[src/hdl/tksr_pkg.sv]
/*
  Shared constants and types for the tone key serial readout ends.
  Assumes both ends run on clk at 125 MHz with an active-low reset.
*/
package tksr_pkg;

  // Width of one key code and number of bits shifted per key.
  localparam int unsigned CodeWidth = 4;
  localparam int unsigned BitsPerKey = 4;

  // Depth and width of the host's receive FIFO.
  localparam int unsigned FifoDepth = 32;
  localparam int unsigned FifoWidth = CodeWidth;

  // Key codes.
  localparam logic [3:0] KeyZero  = 4'ha;
  localparam logic [3:0] KeyStar  = 4'hb;
  localparam logic [3:0] KeyHash  = 4'hc;
  localparam logic [3:0] KeyA     = 4'hd;
  localparam logic [3:0] KeyD     = 4'h0;

  // Reset values.
  localparam logic [3:0] CodeReset = 4'h0;
  localparam logic [2:0] CountReset = 3'h0;

  // Acknowledge clock: half period in clk cycles (80 ns period at 8 ns).
  localparam int unsigned AckPeriodNs = 80;
  localparam int unsigned ClkPeriodNs = 8;
  localparam int unsigned AckHalfCycles = AckPeriodNs / ClkPeriodNs / 2;

  // Settle time after early-steering rises before reading.
  localparam int unsigned GuardNs = 400;
  localparam int unsigned GuardCycles = (GuardNs + ClkPeriodNs - 1)
                                        / ClkPeriodNs;

  // Row and column index types.
  typedef logic [1:0] tksr_idx_t;

endpackage

[src/hdl/tksr_link_if.sv]
/*
  Pins between the keypad receiver device and the host.
  Assumes the bench joins both modports and drives a common clock.
*/
`timescale 1ns/1ps
interface tksr_link_if;
  logic earlySteering;
  logic serialCode;
  logic ackPulse;
  logic sleepRequest;

  modport device (
    output earlySteering,
    output serialCode,
    input  ackPulse,
    input  sleepRequest
  );

  modport host (
    input  earlySteering,
    input  serialCode,
    output ackPulse,
    output sleepRequest
  );
endinterface

[src/hdl/tksr_fifo.sv]
/*
  Parameterised flip-flop FIFO with valid/ready on both sides.
  Assumes a single clock and active-low asynchronous reset.
*/
`timescale 1ns/1ps
module tksr_fifo #(
  parameter int unsigned Width = 4,
  parameter int unsigned Depth = 32
) (
  input  wire logic             clk,
  input  wire logic             nrst,
  input  wire logic             inValid,
  output logic                  inReady,
  input  wire logic [Width-1:0] inData,
  output logic                  outValid,
  input  wire logic             outReady,
  output logic [Width-1:0]      outData
);
  localparam int unsigned Aw = $clog2(Depth);

  logic [Width-1:0] mem_q [Depth];
  logic [Aw-1:0]    wr_q, wr_d, rd_q, rd_d;
  logic [Aw:0]      cnt_q, cnt_d;
  logic             push, pop;

  assign inReady  = (cnt_q != (Aw+1)'(Depth));
  assign outValid = (cnt_q != '0);
  assign push     = inValid & inReady;
  assign pop      = outValid & outReady;
  assign outData  = mem_q[rd_q];

  // Pointer and fill-level next values.
  always_comb begin
    wr_d  = push ? Aw'(wr_q + 1'b1) : wr_q;
    rd_d  = pop ? Aw'(rd_q + 1'b1) : rd_q;
    cnt_d = (Aw+1)'(cnt_q + {{Aw{1'b0}}, push} - {{Aw{1'b0}}, pop});
  end

  // Pointer registers.
  always_ff @(posedge clk or negedge nrst) begin
    if (!nrst) begin
      wr_q  <= '0;
      rd_q  <= '0;
      cnt_q <= '0;
    end else begin
      wr_q  <= wr_d;
      rd_q  <= rd_d;
      cnt_q <= cnt_d;
    end
  end

  // Storage entries, one write enable each.
  for (genvar i = 0; i < Depth; i++) begin : gEntry
    always_ff @(posedge clk) begin
      if (push && wr_q == Aw'(i)) begin
        mem_q[i] <= inData;
      end
    end
  end
endmodule

[src/hdl/tksr_host.sv]
/*
  Host end: four dummy acknowledges after reset, then reads one code
  per early-steering rise or sleep cycle with the key held, and pushes it into a FIFO for the user.
  Assumes link inputs are asynchronous and pass two flip-flops.
*/
`timescale 1ns/1ps
module tksr_host (
  input  wire logic        clk,
  input  wire logic        nrst,
  tksr_link_if.host        link,
  input  wire logic        sleepCmd,
  output logic             keyValid,
  input  wire logic        keyReady,
  output logic [3:0]       keyCode
);
  typedef enum logic [2:0] {
    TKSR_INIT, TKSR_WAIT, TKSR_GUARD, TKSR_HIGH, TKSR_LOW, TKSR_PUSH,
    TKSR_HOLD
  } tksr_hstate_t;

  tksr_hstate_t state_q, state_d;
  logic [1:0]  steerSync_q, sdSync_q;
  logic [7:0]  timer_q, timer_d;
  logic [2:0]  bits_q, bits_d;
  logic        dummy_q, dummy_d;
  logic [3:0]  code_q, code_d;
  logic        ack_q, ack_d, sleep_q, sleep_d;
  logic        fifoReady, push;

  // Link input synchronisers.
  always_ff @(posedge clk or negedge nrst) begin
    if (!nrst) begin
      steerSync_q <= 2'h0;
      sdSync_q    <= 2'h0;
    end else begin
      steerSync_q <= {steerSync_q[0], link.earlySteering};
      sdSync_q    <= {sdSync_q[0], link.serialCode};
    end
  end

  assign push = (state_q == TKSR_PUSH);

  // Sequencer: guard, four acknowledge pulses, sample after each rise.
  always_comb begin
    state_d = state_q;
    timer_d = (timer_q != 8'h0) ? 8'(timer_q - 8'h1) : 8'h0;
    bits_d  = bits_q;
    dummy_d = dummy_q;
    code_d  = code_q;
    ack_d   = ack_q;
    sleep_d = sleep_q;
    case (state_q)
      TKSR_INIT: begin
        dummy_d = 1'b1;
        bits_d  = 3'h0;
        state_d = TKSR_HIGH;
      end
      TKSR_WAIT: begin
        // Acknowledge stays low here, so raising sleep is legal.
        sleep_d = sleepCmd && !steerSync_q[1];
        if (steerSync_q[1] && !sleepCmd) begin
          sleep_d = 1'b0;
          timer_d = 8'(tksr_pkg::GuardCycles);
          state_d = TKSR_GUARD;
        end
      end
      TKSR_GUARD: begin
        if (!steerSync_q[1]) begin
          state_d = TKSR_WAIT;
        end else if (timer_q == 8'h0) begin
          bits_d  = 3'h0;
          dummy_d = 1'b0;
          state_d = TKSR_HIGH;
        end
      end
      TKSR_HIGH: begin
        ack_d   = 1'b1;
        timer_d = 8'(tksr_pkg::AckHalfCycles + 4);
        state_d = TKSR_LOW;
      end
      TKSR_LOW: begin
        if (timer_q == 8'h0 && ack_q) begin
          code_d  = {sdSync_q[1], code_q[3:1]};
          ack_d   = 1'b0;
          timer_d = 8'(tksr_pkg::AckHalfCycles + 4);
        end else if (timer_q == 8'h0) begin
          bits_d = 3'(bits_q + 3'h1);
          if (bits_q == 3'(tksr_pkg::BitsPerKey - 1)) begin
            state_d = dummy_q ? TKSR_WAIT : TKSR_PUSH;
          end else begin
            state_d = TKSR_HIGH;
          end
        end
      end
      TKSR_PUSH: begin
        if (fifoReady) begin
          state_d = TKSR_HOLD;
        end
      end
      default: begin
        // Wait for the key to drop; a sleep cycle also allows a reread.
        if (!steerSync_q[1]) begin
          state_d = TKSR_WAIT;
        end else if (sleepCmd) begin
          sleep_d = 1'b1;
        end else if (sleep_q) begin
          sleep_d = 1'b0;
          state_d = TKSR_WAIT;
        end
      end
    endcase
  end

  // Sequencer registers.
  always_ff @(posedge clk or negedge nrst) begin
    if (!nrst) begin
      state_q <= TKSR_INIT;
      timer_q <= 8'h0;
      bits_q  <= tksr_pkg::CountReset;
      dummy_q <= 1'b0;
      code_q  <= tksr_pkg::CodeReset;
      ack_q   <= 1'b0;
      sleep_q <= 1'b0;
    end else begin
      state_q <= state_d;
      timer_q <= timer_d;
      bits_q  <= bits_d;
      dummy_q <= dummy_d;
      code_q  <= code_d;
      ack_q   <= ack_d;
      sleep_q <= sleep_d;
    end
  end

  assign link.ackPulse     = ack_q;
  assign link.sleepRequest = sleep_q;

  tksr_fifo #(
    .Width (tksr_pkg::FifoWidth),
    .Depth (tksr_pkg::FifoDepth)
  ) uFifo (
    .clk      (clk),
    .nrst     (nrst),
    .inValid  (push),
    .inReady  (fifoReady),
    .inData   (code_q),
    .outValid (keyValid),
    .outReady (keyReady),
    .outData  (keyCode)
  );
endmodule

[src/flat_wrapper.sv]
// flat-port wrapper written by rule: the top's interface ports become plain ports
module tksr_host_flat 
  (clk, nrst, sleepCmd, keyValid, keyReady, keyCode, link_earlySteering, link_serialCode, link_ackPulse, link_sleepRequest);
  tksr_link_if link_i ();
  input  wire logic clk;
  input  wire logic nrst;
  input  wire logic sleepCmd;
  output logic keyValid;
  input  wire logic keyReady;
  output logic [3:0] keyCode;
  input wire logic [$bits(link_i.earlySteering)-1:0] link_earlySteering;
  input wire logic [$bits(link_i.serialCode)-1:0] link_serialCode;
  output wire logic [$bits(link_i.ackPulse)-1:0] link_ackPulse;
  output wire logic [$bits(link_i.sleepRequest)-1:0] link_sleepRequest;
  assign link_i.earlySteering = link_earlySteering;
  assign link_i.serialCode = link_serialCode;
  assign link_ackPulse = link_i.ackPulse;
  assign link_sleepRequest = link_i.sleepRequest;
  tksr_host u_core (.clk(clk), .nrst(nrst), .link(link_i), .sleepCmd(sleepCmd), .keyValid(keyValid), .keyReady(keyReady), .keyCode(keyCode));
endmodule
[config.mk]
export PLATFORM = sky130hd
export DESIGN_NAME = tksr_host_flat
export DESIGN_NICKNAME = d
export VERILOG_FILES = /design/src/hdl/tksr_pkg.sv /design/src/hdl/tksr_link_if.sv /design/src/hdl/tksr_fifo.sv /design/src/hdl/tksr_host.sv /design/src/flat_wrapper.sv
export SDC_FILE = /design/constraint.sdc
export NUM_CORES = 1
export LEC_CHECK = 0
export ABC_AREA = 1
export BUFFER_PORTS_ARGS = -buffer_cell sky130_fd_sc_hd__buf_2
export CELL_PAD_IN_SITES_DETAIL_PLACEMENT = 0
export CELL_PAD_IN_SITES_GLOBAL_PLACEMENT = 1
export CORE_MARGIN = 5
export CORE_UTILIZATION = 54
export CTS_CLUSTER_SIZE = 16
export DETAILED_ROUTE_END_ITERATION = 8
export PLACE_DENSITY = 0.88
export SLEW_MARGIN = 20
export SYNTH_ARGS = -nofsm -noshare
export SYNTH_HDL_FRONTEND = slang
export SYNTH_SLANG_ARGS = --single-unit
[constraint.sdc]
create_clock -name clk -period 6.3 [get_ports clk]
set_input_delay 0.315 -clock clk [delete_from_list [all_inputs] [get_ports clk]]
set_output_delay 0.315 -clock clk [all_outputs]
set_load 0.01 [all_outputs]
Word level (Yosys, flattened, before mapping)

Memories as Yosys holds them, arrays and structs flattened.
Cells that the tools add are included.
W data, S select, Z words.

Bits in registers: 41
Bits in writable memories: 128
Input bits: 6
Output and inout bits: 7
Memories: 1

Reduce and logical (&&, ||, !) cells: 84
Bitwise operators: 3
Multiplexer cells: 187
Equal/unequal tests: 48
Add/subtract/negate cells: 6

Memory list:

| memory             | words | bits a word | read ports | clocked after memory_dff | wr ports | line            | text |
|---|---|---|---|---|---|---|---|
| u_core.uFifo.mem_q | 32    | 4           | 1          | 0                        | 1        | tksr_fifo.sv:21 | `logic [Width-1:0] mem_q [Depth];` |

Operators by type and width:

| operator              | count |
|---|---|
| $mux W5               | 31 |
| $mux W4               | 31 |
| $reduce_or A4 Y1      | 31 |
| $mux W1               | 101 |
| $eq A5 B5 Y1 const B  | 16 |
| $mux W3               | 15 |
| $eq A5 B4 Y1 const B  | 8 |
| $logic_and A1 B1 Y1   | 35 |
| $mux W8               | 3 |
| $pmux W8 S3           | 1 |
| $eq A5 B3 Y1 const B  | 4 |
| $pmux W3 S6           | 1 |
| $ne A8 B8 Y1 const B  | 2 |
| $ne A2 B1 Y1 const B  | 6 |
| $add A5 B1 Y5 const B | 2 |
| $eq A5 B2 Y1 const B  | 2 |
| $eq A3 B2 Y1 const B  | 3 |
| $pmux W3 S3           | 1 |
| $logic_not A8 Y1      | 1 |
| $reduce_bool A8 Y1    | 1 |
| $sub A8 B1 Y8 const B | 1 |
| $reduce_and A7 Y1     | 1 |
| $add A6 B1 Y6         | 1 |
| $eq A3 B3 Y1 const B  | 2 |
| other kinds (20)      | 28 |

Depth between registers and ports, before layout

Depth after elaboration: 37
Mapped depth: 13
Gate-level depth less buffers: 13

By module

A second synthesis with hierarchy kept.

Cells, all modules: 804
Area, all modules: 7,986.4 sq um

Modules (own cells, without submodules):

| module    | instances | cells each | area each (sq um) |
|---|---|---|---|
| tksr_fifo | 1         | 641        | 6,587.6 |
| tksr_host | 1         | 163        | 1,398.8 |

Worst setup path before layout

Ideal clock, no wire load.

Kind: register to register
Start point: reg u_core.uFifo.cnt_q[2]
End point: reg u_core.uFifo.cnt_q[4]
Period minus slack after synthesis: 2.440 ns
Path slack: 3.860 ns
Stages on the path, launching flop included: 14
Library setup time: 0.079 ns
Buffers on the path: 0
Required time: 6.221 ns
Data arrival time: 2.361 ns
Cells stage by stage: dfrtp_1 inv_1 ha_1 nand4_1 nand2_1 inv_1 ha_1 inv_1 ha_1 fa_1 a21oi_1 nor2_1 nor2_1 xor2_1

Elaborated cells on any way between the ends: 6
Classes of those cells: add/sub (2); eq/ne (1); bitwise (2); reduce/logical (1)

RTL lines:

| what                            | line              | text |
|---|---|---|
| start: declaration              | tksr_fifo.sv:23   | `logic [Aw:0] cnt_q, cnt_d;` |
| start signal: assignment        | tksr_fifo.sv:48   | `cnt_q <= cnt_d;` |
| $reduce_bool A6 Y1              | tksr_fifo.sv:27   | `assign outValid = (cnt_q != '0);` |
| named net keyValid              | flat_wrapper.sv:8 | `output logic keyValid;` |
| $and A1 B1 Y1                   | tksr_fifo.sv:29   | `assign pop = outValid & outReady;` |
| named net u_core.uFifo.pop      | tksr_fifo.sv:24   | `logic push, pop;` |
| $sub A6 B1 Y6                   | tksr_fifo.sv:36   | `cnt_d = (Aw+1)'(cnt_q + {{Aw{1'b0}}, push} - {{Aw{1'b0}}, pop});` |
| named net u_core.uFifo.cnt_d[4] | tksr_fifo.sv:23   |  |

The timed path passes the listed nets, and every way through them passes these cells.
A chain may end at the register's enable or synchronous reset.

Worst setup path in the final report

Start point: reg u_core.uFifo.rd_q[2]
End point: out keyCode[1]

Cells in the longest elaborated chain, start to end: 1

Ends and longest elaborated chain:

| what                     | line               | text |
|---|---|---|
| start: declaration       | tksr_fifo.sv:22    | `logic [Aw-1:0] wr_q, wr_d, rd_q, rd_d;` |
| start signal: assignment | tksr_fifo.sv:47    | `rd_q <= rd_d;` |
| $mem_v2 Z32 W4           | --                 |  |
| end: declaration         | flat_wrapper.sv:10 | `output logic [3:0] keyCode;` |

Every way passes these cells.

==> metrics <==
outcome complete, no violations; Leak Pwr 3.69 nW; type of the worst min-delay path input port to async pin; Die Footprint 17,200 um2; # IOs 13; Core Region 14,500 um2; setup tns final 0 ps; Synth top area share 48.6%; largest net degree at the start of global routing 71; Max-slew headroom 37.4%; cells after synthesis 801; vias in the first global route 5,236; IO buf count 12; DR vias 5,358; first-pass GRT wire length 26.6 mm; Final Max Slew Viols 0; area leader, netlist edfxtp_1; syn nets 828; Syn. warnings 0; CTS tree done; most frequent cells after synthesis nand2_1, edfxtp_1, inv_1, nand3_1, nor2_1; Sw Pwr 1.11 mW; global-route usage over all layers 20.7%; CP required 5980 ps; final worst-path cycle share 43.5%; pre-CTS setup slack 3750 ps; EDFF count, synth 128; Wirelength per Cell 16.3 um; Fillers 1,212; Die Wd 131 um; row count 44; initial antenna violation count 0; P per Cell Area 373 nW/um2; # clock sinks 169; Cell Area, Synth 7920 um2; combinational power share 29.9%; routability cong. 0.921; share of layout cells above drive strength 1 9.33%; vias per inst 5.31; Crit. End Element output pin; Overflow after GRT 0; Highest Clock Rate 365 MHz; synth top area cells edfxtp_1, dfrtp_1, nand2_1, nand3_1, inv_1; Num CTS Buffers 17; Yosys reg bits 169; Setup CP Type register to output pin; 1st-iter DRT viols 404; Reg clk slew, reported paths 60 ps; final worst slack 3560 ps; Placed Instance Area 8070 um2; Post-synth ARST share 24.3%; post-layout util 59.8%; DR pass1 iterations 5; Max Cap Viol 0; nets@finish 839; pin slew with the least headroom to its limit 939 ps; unrepaired setup endpoints after global routing no; Crit path largest cell delay 600 ps; n_diodes 0; Slowest-stage cell, CP dfrtp_1; DR DRC count 0; clock share of power 30.6%; Mapped Avg Cell Area 9.88 um2; CP Max Fanout 11; Layout Skew 9.15 ps; total power 3.23 mW; Pint 2.12 mW; H-Tree Depth 4; Flop pwr share 39.5%; final instance area 8650 um2; Die H 131 um; sequential share of the synthesized area 61.5%; Longest Clk Path Bufs 2; clk root buf clkbuf_16; Worst VDD drop 0.315 mV; prevailing post-synth register cell edfxtp_1; Initial Util 54.7%; area grow syn2layout 9.34%; Final setup viols 0; minimum clock period 2740 ps; WL final 16.4 mm; post-route ant nets 0; worst skew pair latency 430 ps; count leader, synth nand2_1; Hold Vio Cnt, Final 0; sw frac 34.2%; detailed placement HPWL 10.9 mm; Yosys cell types 35; Worst EP arrival 2420 ps; Critical Path Most Common Cell nand2_1; crit-path cells clkinv_1, nand2_1, a21oi_1, nor2_1, nand2_1, nand2_1, inv_1, buf_2; post-cts resize count 0; CP Launch Type register
## state kept, by name, indices dropped and copies added, names as in the netlist
| register | flops |
|---|---|
| u_core.state_q | 3 |
| u_core.bits_q | 3 |
| u_core.uFifo.cnt_q | 6 |
| u_core.uFifo.wr_q | 5 |
| u_core.timer_q | 8 |
| u_core.sdSync_q | 2 |
| u_core.dummy_q | 1 |
| u_core.link.ackPulse | 1 |
| u_core.steerSync_q | 2 |
| u_core.uFifo.mem_q | 128 |
| u_core.link.sleepRequest | 1 |
| u_core.uFifo.rd_q | 5 |
| u_core.code_q | 4 |
## metal layers
layer  GRT usage, %  wire, um  vias up  part of all wire, %
met5              0         0        -                    0
met4           7.26       342        0                  2.1
met3           5.59       813       26                  5.0
met2           33.6      8090      132                   49
met1           26.9      7170     2575                   44
li1               -         -     2625                    -
## logic make-up (layout without fill, tap and decap cells)
kind of cell / Yosys count / in the layout / share of synthesized area [%]
simple gates: 415 / 415 / 22.9
flops: 169 / 169 / 61.5
buf+inv: 145 / 169 / 7.90
compound gates: 39 / 39 / 2.94
fa+ha+maj: 21 / 21 / 3.41
xor+xnor: 12 / 12 / 1.33
## power groups by stage
stage | Clock [mW] | Sequential, mW | Combinational, mW
6_report | 0.989 | 1.28 | 0.964
4_1_cts | 1.00 | 1.28 | 0.965
2_1_floorplan | 0 | 1.28 | 0.746
5_1_grt | 1.06 | 1.28 | 1.08
3_5_place_dp | 0 | 1.30 | 0.955
3_3_place_gp | 0 | 1.30 | 0.934
## worst max-delay path, delay by kind of cell (launching register included)
kind / cells / cell delay (ps)
buffers and inverters: 3 / 590
flip-flops: 1 / 600
AND/OR/NAND/NOR: 4 / 680
AO/OA/AOI/OAI: 1 / 110
## path summary, 6_finish.rpt
check / start / endpoint / slack (ps) / depth (start not counted)
max: u_core.uFifo.rd_q[2] / keyCode[1] / 3560 / 8
min: nrst / u_core.timer_q[0] / 30 / 1
max reg2reg: u_core.uFifo.cnt_q[2] / u_core.uFifo.cnt_q[4] / 3730 / 13
min reg2reg: u_core.sdSync_q[0] / u_core.sdSync_q[1] / 360 / 0
max in group asynchronous: nrst / u_core.uFifo.rd_q[0] / 5620 / 1
min in group clk: sleepCmd / u_core.link.sleepRequest / 180 / 3
## timing repair
item,CTS,global route
endpoints found under the hold margin,2,0
hold buffers,2,0
buffers inserted,0,0
## area by class of cell
cell class	instances	area (um2)	share of cell area (%)
Clock buffer	20	437	5.05
Clock inverter	12	128	1.47
Inverter	117	444	5.13
Multi-Input combinational cell	487	2420	28.0
Sequential cell	169	4870	56.3
Tap cell	184	230	2.66
Timing Repair Buffer	20	125	1.45
## cell usage in the layout (no fill, tap or decap), drive strengths merged
cell type    count
nand3          101
o211ai           4
nand2          231
nand4           11
clkinvlp         3
xor2            11
clkinv           9
clkbuf          20
dfrtp           41
or2              3
buf             18
o21ai           15
a21oi           16
ha              20
a21o             1
nor3b            1
nor2            65
fa               1
edfxtp         128
nor3             3
bufinv           2
dlygate4sd3      2
xnor2            1
a31oi            2
o31ai            1
inv            115
## per-stage QoR
step	hold slack (ps)	cells
2_1_floorplan	19.4	801
3_3_place_gp	337	975
3_5_place_dp	344	975
4_1_cts	63.5	1009
5_1_grt	102	1009
6_report	31.1	1009
(Power assumes the default switching activity.)
